$ cat config.mk
export PLATFORM = sky130hd
export DESIGN_NAME = host_parallel_port_regsel
export DESIGN_NICKNAME = d
export VERILOG_FILES = /design/src/host_port_pkg.sv /design/src/host_parallel_port_regsel.sv
export SDC_FILE = /design/constraint.sdc
export NUM_CORES = 1
export LEC_CHECK = 0
export BUFFER_PORTS_ARGS = -buffer_cell sky130_fd_sc_hd__clkbuf_2
export CAP_MARGIN = 20
export CORE_MARGIN = 1
export CORE_UTILIZATION = 39
export DETAILED_ROUTE_END_ITERATION = 10
export PLACE_DENSITY_LB_ADDON = 0.3
export SETUP_SLACK_MARGIN = 0.4
export SKIP_CTS_REPAIR_TIMING = 1
export SYNTH_ARGS = -nofsm -noshare
export SYNTH_HDL_FRONTEND = slang
export SYNTH_SLANG_ARGS = --single-unit
$ cat constraint.sdc
create_clock -name mclk -period 7.05 [get_ports mclk]
set_input_delay 0.3525 -clock mclk [delete_from_list [all_inputs] [get_ports mclk]]
set_output_delay 0.3525 -clock mclk [all_outputs]
set_load 0.03 [all_outputs]
$ cat src/host_port_pkg.sv
// Constants, codes and carriers shared by the parallel host port logic
package host_port_pkg;

  // ==========================================================================
  // Register-select codes on the host bus
  // ==========================================================================
  localparam logic [3:0] SEL_PTR_LO = 4'h0;
  localparam logic [3:0] SEL_PTR_HI = 4'h1;
  localparam logic [3:0] SEL_DAT_LO = 4'h2;
  localparam logic [3:0] SEL_DAT_HI = 4'h3;
  localparam logic [3:0] SEL_MSK_LO = 4'h4;
  localparam logic [3:0] SEL_MSK_HI = 4'h5;
  localparam logic [3:0] SEL_ESR = 4'h6;
  localparam logic [3:0] SEL_CTL_LO = 4'h7; // Port control register offset
  localparam logic [3:0] SEL_IW_LO = 4'h8;
  localparam logic [3:0] SEL_IW_HI = 4'h9;
  localparam logic [3:0] SEL_CTL_HI = 4'hA;
  localparam logic [3:0] SEL_EXT = 4'hB;
  localparam logic [3:0] SEL_D2_LO = 4'hC;
  localparam logic [3:0] SEL_D2_HI = 4'hD;

  // ==========================================================================
  // Port control fields and reset values
  // ==========================================================================
  localparam int CTL_RUN = 0;
  localparam int CTL_MAP = 1;
  localparam int CTL_IFE = 2;
  localparam int CTL_DMA_EN = 3;
  localparam int CTL_AUTO = 4;
  localparam int CTL_DF_STAT = 5;
  localparam int CTL_IF_STAT = 6;
  localparam int CTL_DMA_W = 8;
  localparam int CTL_WIDE = 9;
  localparam int CTL_FLG = 10;
  localparam logic [15:0] CTL_RESET = 16'h0001;
  localparam logic [15:0] CTL_WMASK = 16'h071F;
  localparam logic [15:0] EMR_RESET = 16'hFFFF;
  localparam logic [15:0] EMR_RES_ONES = 16'h0D0D;
  localparam logic [7:0] ESR_VALID = 8'hF6;
  localparam int ESR_WIW = 2;
  localparam logic [23:0] INC_16 = 24'h000002;
  localparam logic [23:0] INC_32 = 24'h000004;

  // ==========================================================================
  // Decoded access targets and carriers
  // ==========================================================================
  typedef enum logic [4:0] {
    T_NONE = 5'b00000, T_PTR_LO = 5'b00001, T_PTR_HI = 5'b00010,
    T_PTR_W = 5'b00011, T_DAT_LO = 5'b00100, T_DAT_HI = 5'b00101,
    T_DAT_W = 5'b00110, T_MSK_LO = 5'b00111, T_MSK_HI = 5'b01000,
    T_MSK_W = 5'b01001, T_ESR = 5'b01010, T_CTL_LO = 5'b01011,
    T_CTL_HI = 5'b01100, T_CTL_W = 5'b01101, T_IW_LO = 5'b01110,
    T_IW_HI = 5'b01111, T_IW_W = 5'b10000, T_EXT = 5'b10001,
    T_D2_LO = 5'b10010, T_D2_HI = 5'b10011, T_D2_W = 5'b10100
  } tgt_e;

  typedef enum logic [1:0] {
    D_IDLE = 2'b00, D_WRITE = 2'b01, D_READ = 2'b10
  } dma_st_e;

  typedef struct packed {
    logic rd;
    logic wr;
    logic [3:0] sel;
    logic [15:0] wdata;
  } host_req_s;

  typedef struct packed {
    logic req;
    logic wr;
    logic [23:0] addr;
    logic [31:0] wdata;
  } dma_req_s;

endpackage : host_port_pkg

$ cat src/host_parallel_port_regsel.sv
// Register selection, control register and flags of the parallel host port
`timescale 1ns/1ps
// Function
// [RQ1] Host select bus decoded per mapping mode
// [RQ2] All host-accessible; error source read-only
// [RQ3] Map select picks legacy or extended mapping
// [RQ4] Wide select: 8-bit or 16-bit host data
// [RQ5] Host avoids wide set with map clear
// [RQ6] Legacy codes map bytes; high codes interrupt
// [RQ7] 8-bit extended mapping adds extra registers
// [RQ8] 16-bit mode maps whole registers only
// [RQ9] Code 1010 reaches control high in 16-bit
// [RQ10] Control register 16 bits, host writable
// [RQ11] Interrupt flag enable gates interrupt flag
// [RQ12] Control bit 3 enables port DMA
// [RQ13] DMA width: 16 or 32 bits
// [RQ14] Flag edge selects leading/trailing read update
// [RQ15] Run bit; rising edge restarts processor
// [RQ16] Autoincrement pointer after each DMA
// [RQ17] Reset clears control except run bit
// [RQ18] Host sets map select before control high
module host_parallel_port_regsel (
  input wire logic mclk,
  input wire logic rst,
  input wire host_port_pkg::host_req_s host,
  output logic [15:0] host_rdata_q,
  output logic host_rdata_oe_q,
  output logic data_full_flag_q,
  output logic host_interrupt_flag_q,
  input wire logic core_iw_write,
  input wire logic [15:0] core_iw_wdata,
  output logic [15:0] iw_to_core_q,
  output logic iw_to_core_stb_q,
  input wire logic [7:0] err_set,
  output logic core_err_halt_q,
  output logic core_run_q,
  output logic core_restart_q,
  output host_port_pkg::dma_req_s dma_q,
  input wire logic dma_ack,
  input wire logic [31:0] dma_rdata
);
  import host_port_pkg::*;

  // ==========================================================================
  // Helpers
  // ==========================================================================
  // Map select first: wide without map falls back to legacy decode
  function automatic tgt_e decode(input logic [3:0] s, input logic map,
                                  input logic wide);
    tgt_e t;
    t = T_NONE;
    if (s == SEL_ESR) t = T_ESR;
    if (!map) begin // [RQ3] [RQ6]
      if (s == SEL_PTR_LO) t = T_PTR_LO;
      else if (s == SEL_PTR_HI) t = T_PTR_HI;
      else if (s == SEL_DAT_LO) t = T_DAT_LO;
      else if (s == SEL_DAT_HI) t = T_DAT_HI;
      else if (s == SEL_MSK_LO) t = T_MSK_LO;
      else if (s == SEL_MSK_HI) t = T_MSK_HI;
      else if (s == SEL_CTL_LO) t = T_CTL_LO;
      else if (s >= SEL_IW_LO) t = T_IW_HI;
    end else if (!wide) begin // [RQ7] [RQ18]
      if (s == SEL_PTR_LO) t = T_PTR_LO;
      else if (s == SEL_PTR_HI) t = T_PTR_HI;
      else if (s == SEL_DAT_LO) t = T_DAT_LO;
      else if (s == SEL_DAT_HI) t = T_DAT_HI;
      else if (s == SEL_MSK_LO) t = T_MSK_LO;
      else if (s == SEL_MSK_HI) t = T_MSK_HI;
      else if (s == SEL_CTL_LO) t = T_CTL_LO;
      else if (s == SEL_IW_LO) t = T_IW_LO;
      else if (s == SEL_IW_HI) t = T_IW_HI;
      else if (s == SEL_CTL_HI) t = T_CTL_HI;
      else if (s == SEL_EXT) t = T_EXT;
      else if (s == SEL_D2_LO) t = T_D2_LO;
      else if (s == SEL_D2_HI) t = T_D2_HI;
    end else begin // [RQ8]
      if (s == SEL_PTR_LO) t = T_PTR_W;
      else if (s == SEL_DAT_LO) t = T_DAT_W;
      else if (s == SEL_MSK_LO) t = T_MSK_W;
      else if (s == SEL_CTL_LO) t = T_CTL_W;
      else if (s == SEL_IW_LO) t = T_IW_W;
      else if (s == SEL_CTL_HI) t = T_CTL_HI; // [RQ9]
      else if (s == SEL_EXT) t = T_EXT;
      else if (s == SEL_D2_LO) t = T_D2_W;
    end
    return t;
  endfunction : decode

  // Byte lanes {hi, lo} that an access to a 16-bit register touches
  function automatic logic [1:0] lanes(input tgt_e t, input tgt_e lo,
                                       input tgt_e hi, input tgt_e w);
    return {(t == hi) || (t == w), (t == lo) || (t == w)};
  endfunction : lanes

  function automatic logic [15:0] merge(input logic [15:0] old,
                                        input logic [15:0] d,
                                        input logic [1:0] ln);
    return {ln[1] ? d[15:8] : old[15:8], ln[0] ? d[7:0] : old[7:0]};
  endfunction : merge

  // ==========================================================================
  // Registers and access strobes
  // ==========================================================================
  logic [15:0] ctl_q, ptr_q, dat_q, dat2_q, msk_q, iw_q;
  logic [7:0] ext_q, esr_q;
  logic wr_q, rd_q, run_prev_q, dir_wr_q;
  tgt_e rd_tgt_q;
  dma_st_e dma_st_q;
  tgt_e cur_tgt, eff_tgt;
  logic wr_take, rd_lead, rd_trail, rd_eff;
  logic [15:0] wd16;
  logic last_wr, last_rd, iw_rd;

  assign cur_tgt = decode(host.sel, ctl_q[CTL_MAP], ctl_q[CTL_WIDE]); // [RQ1]
  assign wr_take = host.wr && !wr_q;
  assign rd_lead = host.rd && !rd_q;
  assign rd_trail = !host.rd && rd_q;
  // Trailing-edge mode acts on the target latched when the read began
  assign rd_eff = ctl_q[CTL_FLG] ? rd_trail : rd_lead; // [RQ14]
  assign eff_tgt = ctl_q[CTL_FLG] ? rd_tgt_q : cur_tgt; // [RQ14]
  // Byte accesses carry data in the low byte of the host bus
  assign wd16 = ctl_q[CTL_MAP] && ctl_q[CTL_WIDE] ? host.wdata
                : {host.wdata[7:0], host.wdata[7:0]};
  // The last data unit of a DMA word depends on the DMA width
  assign last_wr = wr_take && (ctl_q[CTL_DMA_W] // [RQ13]
                   ? (cur_tgt == T_D2_HI || cur_tgt == T_D2_W)
                   : (cur_tgt == T_DAT_HI || cur_tgt == T_DAT_W));
  assign last_rd = rd_eff && (ctl_q[CTL_DMA_W]
                   ? (eff_tgt == T_D2_HI || eff_tgt == T_D2_W)
                   : (eff_tgt == T_DAT_HI || eff_tgt == T_DAT_W));
  assign iw_rd = rd_eff && (eff_tgt == T_IW_HI || eff_tgt == T_IW_W);

  // Edge history of the host strobes
  always_ff @(posedge mclk) begin
    if (rst) begin
      wr_q <= 1'b0;
      rd_q <= 1'b0;
      rd_tgt_q <= T_NONE;
    end else begin
      wr_q <= host.wr;
      rd_q <= host.rd;
      if (rd_lead) rd_tgt_q <= cur_tgt;
    end
  end

  // Control register; status bits 5 and 6 are read-only mirrors
  always_ff @(posedge mclk) begin
    if (rst) begin
      ctl_q <= CTL_RESET; // [RQ17]
    end else if (wr_take) begin // [RQ10]
      ctl_q <= merge(ctl_q, wd16, lanes(cur_tgt, T_CTL_LO, T_CTL_HI, T_CTL_W))
               & CTL_WMASK;
    end
  end

  // Run control; a 0-to-1 edge on the run bit restarts the core
  always_ff @(posedge mclk) begin
    if (rst) begin
      run_prev_q <= 1'b1;
      core_run_q <= 1'b1;
      core_restart_q <= 1'b0;
    end else begin
      run_prev_q <= ctl_q[CTL_RUN];
      core_run_q <= ctl_q[CTL_RUN]; // [RQ15]
      core_restart_q <= ctl_q[CTL_RUN] && !run_prev_q; // [RQ15]
    end
  end

  // Error mask and error source; a new error beats the clear on read
  always_ff @(posedge mclk) begin
    if (rst) begin
      msk_q <= EMR_RESET;
      esr_q <= 8'h00;
      core_err_halt_q <= 1'b0;
    end else begin
      if (wr_take) begin
        msk_q <= merge(msk_q, wd16, lanes(cur_tgt, T_MSK_LO, T_MSK_HI, T_MSK_W));
      end
      // Host writes to the error source are dropped
      esr_q <= ((rd_trail && rd_tgt_q == T_ESR) ? 8'h00 : esr_q) // [RQ2]
               | (err_set & ESR_VALID)
               | ((wr_take && (cur_tgt == T_IW_HI || cur_tgt == T_IW_W))
                  ? 8'h04 : 8'h00);
      core_err_halt_q <= |(esr_q & ~msk_q[15:8]);
    end
  end

  // Interrupt word and its flag; the core write sets, host read clears
  always_ff @(posedge mclk) begin
    if (rst) begin
      iw_q <= 16'h0000;
      iw_to_core_q <= 16'h0000;
      iw_to_core_stb_q <= 1'b0;
      host_interrupt_flag_q <= 1'b0;
    end else begin
      iw_to_core_stb_q <= 1'b0;
      if (core_iw_write) begin
        iw_q <= core_iw_wdata;
      end else if (wr_take) begin
        iw_q <= merge(iw_q, wd16, lanes(cur_tgt, T_IW_LO, T_IW_HI, T_IW_W));
        if (cur_tgt == T_IW_HI || cur_tgt == T_IW_W) begin
          iw_to_core_q <= merge(iw_q, wd16, lanes(cur_tgt, T_IW_LO, T_IW_HI,
                                                  T_IW_W));
          iw_to_core_stb_q <= 1'b1;
        end
      end
      if (ctl_q[CTL_IFE]) begin // [RQ11]
        if (core_iw_write) host_interrupt_flag_q <= 1'b1;
        else if (iw_rd) host_interrupt_flag_q <= 1'b0;
      end
    end
  end

  // ==========================================================================
  // Pointer, data registers and the DMA engine
  // ==========================================================================
  // Host writes win over an autoincrement in the same cycle
  always_ff @(posedge mclk) begin
    if (rst) begin
      ptr_q <= 16'h0000;
      ext_q <= 8'h00;
    end else begin
      if (dma_ack && dma_st_q != D_IDLE && ctl_q[CTL_AUTO]) begin // [RQ16]
        {ext_q, ptr_q} <= 24'({ext_q, ptr_q}
                          + (ctl_q[CTL_DMA_W] ? INC_32 : INC_16));
      end
      if (wr_take) begin
        ptr_q <= merge(ptr_q, wd16, lanes(cur_tgt, T_PTR_LO, T_PTR_HI, T_PTR_W));
        if (cur_tgt == T_EXT) ext_q <= wd16[7:0];
      end
    end
  end

  // Data registers: host writes, or DMA fill in the read direction
  always_ff @(posedge mclk) begin
    if (rst) begin
      dat_q <= 16'h0000;
      dat2_q <= 16'h0000;
    end else if (dma_ack && dma_st_q == D_READ) begin
      dat_q <= dma_rdata[15:0];
      if (ctl_q[CTL_DMA_W]) dat2_q <= dma_rdata[31:16]; // [RQ13]
    end else if (wr_take) begin
      dat_q <= merge(dat_q, wd16, lanes(cur_tgt, T_DAT_LO, T_DAT_HI, T_DAT_W));
      dat2_q <= merge(dat2_q, wd16, lanes(cur_tgt, T_D2_LO, T_D2_HI, T_D2_W));
    end
  end

  // Data-full flag; a set in the same cycle beats a clear
  always_ff @(posedge mclk) begin
    if (rst) begin
      data_full_flag_q <= 1'b0;
      dir_wr_q <= 1'b0;
    end else begin
      if (last_wr || (dma_ack && dma_st_q == D_READ)) begin
        data_full_flag_q <= 1'b1;
      end else if (last_rd || (dma_ack && dma_st_q == D_WRITE)) begin
        data_full_flag_q <= 1'b0; // [RQ14]
      end
      if (last_wr) dir_wr_q <= 1'b1;
      else if (last_rd) dir_wr_q <= 1'b0;
    end
  end

  // DMA engine: drains a full register, or prefetches into an empty one
  always_ff @(posedge mclk) begin
    if (rst) begin
      dma_st_q <= D_IDLE;
      dma_q <= '0;
    end else begin
      case (dma_st_q)
        D_IDLE: begin
          if (ctl_q[CTL_DMA_EN] && !last_wr && !last_rd) begin // [RQ12]
            if (data_full_flag_q && dir_wr_q) begin
              dma_st_q <= D_WRITE;
              dma_q <= '{1'b1, 1'b1, {ext_q, ptr_q},
                         {ctl_q[CTL_DMA_W] ? dat2_q : 16'h0000, dat_q}};
            end else if (!data_full_flag_q && !dir_wr_q) begin
              dma_st_q <= D_READ;
              dma_q <= '{1'b1, 1'b0, {ext_q, ptr_q}, 32'h00000000};
            end
          end
        end
        default: begin
          if (dma_ack) begin
            dma_st_q <= D_IDLE;
            dma_q.req <= 1'b0;
          end
        end
      endcase
    end
  end

  // ==========================================================================
  // Host read data
  // ==========================================================================
  // Read data is captured at the leading edge and held for the access
  always_ff @(posedge mclk) begin
    if (rst) begin
      host_rdata_q <= 16'h0000;
      host_rdata_oe_q <= 1'b0;
    end else begin
      host_rdata_oe_q <= host.rd;
      if (rd_lead) begin
        case (cur_tgt)
          T_PTR_LO: host_rdata_q <= {8'h00, ptr_q[7:0]};
          T_PTR_HI: host_rdata_q <= {8'h00, ptr_q[15:8]};
          T_PTR_W: host_rdata_q <= ptr_q;
          T_DAT_LO: host_rdata_q <= {8'h00, dat_q[7:0]};
          T_DAT_HI: host_rdata_q <= {8'h00, dat_q[15:8]};
          T_DAT_W: host_rdata_q <= dat_q;
          T_MSK_LO: host_rdata_q <= {8'h00, msk_q[7:0] | EMR_RES_ONES[7:0]};
          T_MSK_HI: host_rdata_q <= {8'h00, msk_q[15:8] | EMR_RES_ONES[15:8]};
          T_MSK_W: host_rdata_q <= msk_q | EMR_RES_ONES;
          T_ESR: host_rdata_q <= {8'h00, esr_q};
          T_CTL_LO: host_rdata_q <= {8'h00, host_interrupt_flag_q,
                                     data_full_flag_q, ctl_q[4:0]};
          T_CTL_HI: host_rdata_q <= {8'h00, ctl_q[15:8]};
          T_CTL_W: host_rdata_q <= {ctl_q[15:7], host_interrupt_flag_q,
                                    data_full_flag_q, ctl_q[4:0]};
          T_IW_LO: host_rdata_q <= {8'h00, iw_q[7:0]};
          T_IW_HI: host_rdata_q <= {8'h00, iw_q[15:8]};
          T_IW_W: host_rdata_q <= iw_q;
          T_EXT: host_rdata_q <= {8'h00, ext_q};
          T_D2_LO: host_rdata_q <= {8'h00, dat2_q[7:0]};
          T_D2_HI: host_rdata_q <= {8'h00, dat2_q[15:8]};
          T_D2_W: host_rdata_q <= dat2_q;
          default: host_rdata_q <= 16'h0000;
        endcase
      end
    end
  end
endmodule : host_parallel_port_regsel

# Word level (Yosys, flattened, before mapping)
# Index checks and enable logic that the tools add are counted.
[classes]
n_lt_le_gt_ge = 1
reduce_logical = 76
n_mux = 79
n_bitwise = 6
eq_ne = 47
addsub = 1
[ops]
columns = ["op", "n"]
rows = [
  ["16-bit case mux with 20 select lines", 1],
  ["16-bit two-way mux", 11],
  ["58-bit two-way mux", 3],
  ["5-bit two-way mux", 25],
  ["8-bit two-way mux", 12],
  ["5-bit by 4-bit equality test with 1-bit output, second input constant", 10],
  ["5-bit equality test, second input constant", 8],
  ["4-bit two-way mux", 8],
  ["5-bit by 3-bit equality test with 1-bit output, second input constant", 6],
  ["2-bit nonzero test", 14],
  ["24-bit by 3-bit adder with 24-bit output", 1],
  ["4-bit equality test, second input constant", 6],
  ["2-bit AND reduction", 10],
  ["1-bit logical AND", 18],
  ["1-bit logical OR", 17],
  ["4-bit by 3-bit equality test with 1-bit output, second input constant", 4],
  ["3-bit AND reduction", 5],
  ["1-bit two-way mux", 12],
  ["5-bit by 2-bit equality test with 1-bit output, second input constant", 2],
  ["2-bit two-way mux", 5],
  ["8-bit bitwise AND", 1],
  ["4-bit by 2-bit equality test with 1-bit output, second input constant", 2],
  ["1-bit logical NOT", 8],
  ["8-bit NOT", 1],
  ["other kinds (16)", 20],
]
[totals]
inputBits = 82
register_bits = 210
output_inout_bits = 97

# Longest topological paths before layout
[logic_depth]
depth_word = 26
depth_mapped = 11
ltp_nobuf = 11

# Worst setup path before layout
# No wires, ideal clock.
[synth_path]
kind = "register to register"
start = "register ctl_q[8]"
end = "register ext_q[7]"
setup_time_ns = 0.086
arrival_time_ns = 2.468
setup_slack_ns = 4.496
synth_period_minus_slack_ns = 2.554
t_required_ns = 6.964
stages_incl_launch_ff = 12
path_buffers = 0
path_cell_list = "dfxtp_1 -> inv_1 -> ha_1 -> inv_1 -> fa_1 -> nand3b_1 -> or2_2 -> nor2_1 -> and3_1 -> nand4_1 -> xor2_1 -> a211oi_1"
[synth_between]
elab_chain_len = 5
[synth_lines]
columns = ["item", "line_no", "source"]
rows = [
  ["from (decl)", "host_parallel_port_regsel.sv:104", "logic [15:0] ctl_q, ptr_q, dat_q, dat2_q, msk_q, iw_q;"],
  ["from (signal assigned)", "host_parallel_port_regsel.sv:151", "ctl_q <= merge(ctl_q, wd16, lanes(cur_tgt, T_CTL_LO, T_CTL_HI, T_CTL_W))"],
  ["3-bit two-way mux *", "host_parallel_port_regsel.sv:225", "+ (ctl_q[CTL_DMA_W] ? INC_32 : INC_16));"],
  ["24-bit by 3-bit adder with 24-bit output *", "host_parallel_port_regsel.sv:225", ""],
  ["8-bit two-way mux *", "host_parallel_port_regsel.sv:223", "if (dma_ack && dma_st_q != D_IDLE && ctl_q[CTL_AUTO]) begin"],
  ["8-bit two-way mux", "host_parallel_port_regsel.sv:229", "if (cur_tgt == T_EXT) ext_q <= wd16[7:0];"],
  ["8-bit two-way mux *", "host_parallel_port_regsel.sv:227", "if (wr_take) begin"],
  ["to (signal assigned)", "host_parallel_port_regsel.sv:224", "{ext_q, ptr_q} <= 24'({ext_q, ptr_q}"],
  ["to (signal assigned)", "host_parallel_port_regsel.sv:229", ""],
  ["to (decl)", "host_parallel_port_regsel.sv:105", "logic [7:0] ext_q, esr_q;"],
]
# Mark *: on every way between the ends. The rest lies on a longest branch, timed or not.
# A chain may end at the register's enable or synchronous reset.

# Worst setup path in the final report
[layout_path]
start = "register ctl_q[9]"
end = "register iw_to_core_q[3]"
[layout_between]
elab_chain_len = 5
[layout_lines]
columns = ["item", "line_no", "source"]
rows = [
  ["5-bit two-way mux *", "host_parallel_port_regsel.sv:62", "end else if (!wide) begin"],
  ["5-bit two-way mux *", "host_parallel_port_regsel.sv:53", "if (!map) begin"],
  ["5-bit by 4-bit equality test with 1-bit output (tied with other cells)", "host_parallel_port_regsel.sv:201", "if (cur_tgt == T_IW_HI || cur_tgt == T_IW_W) begin"],
  ["1-bit logical OR, on equally long branches", "host_parallel_port_regsel.sv:201, host_parallel_port_regsel.sv:92", ""],
  ["3-bit AND reduction (no source line) or 8-bit two-way mux (tied branches)", "--", ""],
  ["to (signal assigned)", "host_parallel_port_regsel.sv:202", "iw_to_core_q <= merge(iw_q, wd16, lanes(cur_tgt, T_IW_LO, T_IW_HI,"],
  ["to (decl)", "host_parallel_port_regsel.sv:32", "output logic [15:0] iw_to_core_q,"],
]
# Marks and branches as above.

==> results.tsv <==
stage	metric	value	unit
cts	clk slew on worst S/H paths	60	ps
critical_path	R2R setup slack	3450	ps
critical_path	Critical Path Start Type	flip-flop	
status	status	complete, no violations	
critical_path	critical path type	flip-flop to flip-flop	
cells_and_area	most frequent cells in the layout	203 x dfxtp_1, 175 x clkbuf_2, 140 x nor2_1	
worst_hold_path	worst min-delay path class	input pin to flip-flop	
sta	Least-Margin Pin Slew	1070	ps
power	sw power	0.683	mW
critical_path	worst-path cell chain	and2_1 -> buf_4 -> nand2_1 -> nor3_2 -> o21a_1 -> nor2b_2 -> buf_8 -> nor2_1 -> a211oi_1	
sta	Pins Over Slew Limit	0	
cts	Sink Count	203	
detailed_routing	antenna viol nets, final	0	
detailed_routing	vias per inst	5.85	
logic_synthesis	mux cell area share after synthesis	0.0944	
detailed_routing	routed wire length	38300	um
detailed_routing	routed via count	10100	
cts	Longest Clk Path Bufs	3	
critical_path	critical path required time	7470	ps
sta	crit share post-route	0.511	
cells_and_area	antenna fix cells	0	
logic_synthesis	async set or reset register ratio after synthesis	0	
logic_synthesis	FF+latch count, synth	203	
die	die height	165	um
logic_synthesis	area share of fa/ha/maj cells after synthesis	0.00558	
placement	Final Wtd Congestion	0.986	
sta	Fin Setup TNS	0	ps
grt	first-pass GRT wire length	56100	um
die	initial core utilization	0.397	
logic_synthesis	Synth Area in XOR/XNOR	0.00594	
sta	# setup viols final	0	
critical_path	crit end category	flip-flop	
power	Pint	1.99	mW
grt	All-Layer GR Usage	0.277	
grt	GRT overflow	0	
cts	H-tree depth	1	
sta	RSZ-0062 raised after global routing	false	
sta	Period minus WS final	3600	ps
logic_synthesis	post-synthesis area per instance	8.29	sq um
logic_synthesis	largest family of logic cells by synthesized area	simple AND/OR/NAND/NOR gates	
grt	pin count of the biggest net entering global routing	156	
cts	TritonCTS clock tree	yes	
die	Die X	165	um
power	part of the power in registers	0.448	
critical_path	Largest stage delay, worst path	670	ps
logic_synthesis	mapped cell area	10300	sq um
sta	skew final	10.6	ps
logic_synthesis	yosys warns	0	
die	Cell Rows	59	
power	static leakage	4.56	nW
critical_path	crit path max-delay cell type	dfxtp_1	
die	Die Area	27100	sq um
logic_synthesis	Simple-Gate Fraction of Synth Area	0.239	
job	max-cap viol count	0	
sta	WHS	47.6	ps
sta	Slew Limit Headroom	0.267	
logic_synthesis	syn nets	1331	
logic_synthesis	Seq/Total Area, Yosys	0.394	
cts	CTS buffer count	24	
logic_synthesis	Compound-Gate Fraction of Synth Area	0.211	
grt	antenna violations before repair	1	
logic_synthesis	EDFF count, synth	0	
sta	Final Hold Viols	0	
sta	max frequency	278	MHz
logic_synthesis	Syn Inst Count	1245	
cells_and_area	Area growth syn-to-layout	17.5	%
placement	hpwl dp	27500	um
die	Core Area	26000	sq um
critical_path	critical path arrival	4020	ps
cts	Root Buffer	clkbuf_16	
logic_synthesis	Synth cell types	63	
power	combinational share of power	0.092	
logic_synthesis	dominant synthesized flop cell	dfxtp_1	
cells_and_area	nets	1460	
placement	Port Buffer Count	176	
detailed_routing	starting DRC count in detailed routing	1263	
power	P per Cell Area	221	nW/um^2
cts	worst-skew pair later-pin latency	520	ps
critical_path	crit-path max FO	22	
detailed_routing	drt drc	0	
cells_and_area	share of layout cells above drive strength 1	0.178	
die	Boundary Pins	179	
cells_and_area	most common cell after layout, fill and taps aside	dfxtp_1	
grt	number of global-route vias before repair	8959	
power	VDD IR max	173	uV
detailed_routing	Pre-antenna DRT Iters	9	
power	switch share	0.255	
power	clock share of power	0.460	
detailed_routing	DR WL/cell	22.2	um
power by group through the flow:
stage	Clock, mW	Sequential [mW]	Combinational [mW]
detailed placement	0	1.22	0.242
global route	1.30	1.20	0.265
floorplan	0	1.23	0.138
global placement	0	1.22	0.241
CTS	1.25	1.20	0.243
finish	1.23	1.20	0.247
worst max-delay path: cells and delay by family (launching register included):
| kind | cells | cell delay (ps) |
|---|---|---|
| AND/OR/NAND/NOR | 5 | 1450 |
| AO/OA/AOI/OAI | 2 | 840 |
| buffers and inverters | 2 | 520 |
| flip-flops | 1 | 670 |
cells by family after synthesis:
kind of cell | after synthesis
simple gates | 499
compound gates | 321
flops | 203
buf+inv | 115
mux | 96
xor+xnor | 7
fa+ha+maj | 4
cell type report:
type	instances	area [sq um]
clock buffers	39	728
fillers	2583	13900
clock inverters	4	52.6
inverters	22	82.6
repair buffers	196	1040
well taps	335	419
multi-input cells	927	5730
flip-flops and latches	203	4060
cells in the mapped netlist (all sizes together), types with 25 or more instances:
cell type / count / area (sq um)
dfxtp: 203 / 4060
nor2: 142 / 538
nand2: 130 / 488
mux2i: 95 / 951
a21oi: 93 / 465
nand2b: 92 / 576
clkbuf: 68 / 255
a211oi: 53 / 398
o21ai: 38 / 190
nand3: 34 / 170
buf: 25 / 186
per-stage QoR:
stage           util  worst slack, ps  instance area (sq um)  cells  total power [mW]
3_5_place_dp   0.436             3160                  11300   1681              1.47
6_report       0.467             3450                  12100   1726              2.68
3_3_place_gp   0.436             3240                  11300   1681              1.47
2_1_floorplan      -             4500                  10300   1245              1.37
5_1_grt        0.467             3190                  12100   1726              2.77
4_1_cts        0.466             3260                  12100   1724              2.69
final timing paths:
check / depth (start not counted) / start / end
worst min register to register: 1 / run_prev_q / core_restart_q
worst max-delay path: 9 / ctl_q[9] / iw_to_core_q[3]
worst max register to register: 9 / ctl_q[9] / iw_to_core_q[3]
worst min-delay path: 3 / err_set[7] / esr_q[7]
registers in the layout, indices dropped and copies added (netlist names):
name,count
dat_q,16
rd_tgt_q,5
dma_st_q,2
dat2_q,16
msk_q,11
esr_q,6
ctl_q,8
iw_to_core_stb_q,1
iw_q,16
iw_to_core_q,16
host_interrupt_flag_q,1
ext_q,8
run_prev_q,1
wr_q,1
core_err_halt_q,1
dir_wr_q,1
ptr_q,16
data_full_flag_q,1
core_restart_q,1
dma_q,58
host_rdata_q,16
host_rdata_oe_q,1
routing by layer:
layer	vias up	track usage	wire length, um
li1	4741	-	-
met1	4777	0.407	17500
met2	506	0.404	16000
met3	69	0.0462	3310
met4	2	0.0980	1420
met5	-	0	12
(Power assumes the default switching activity.)
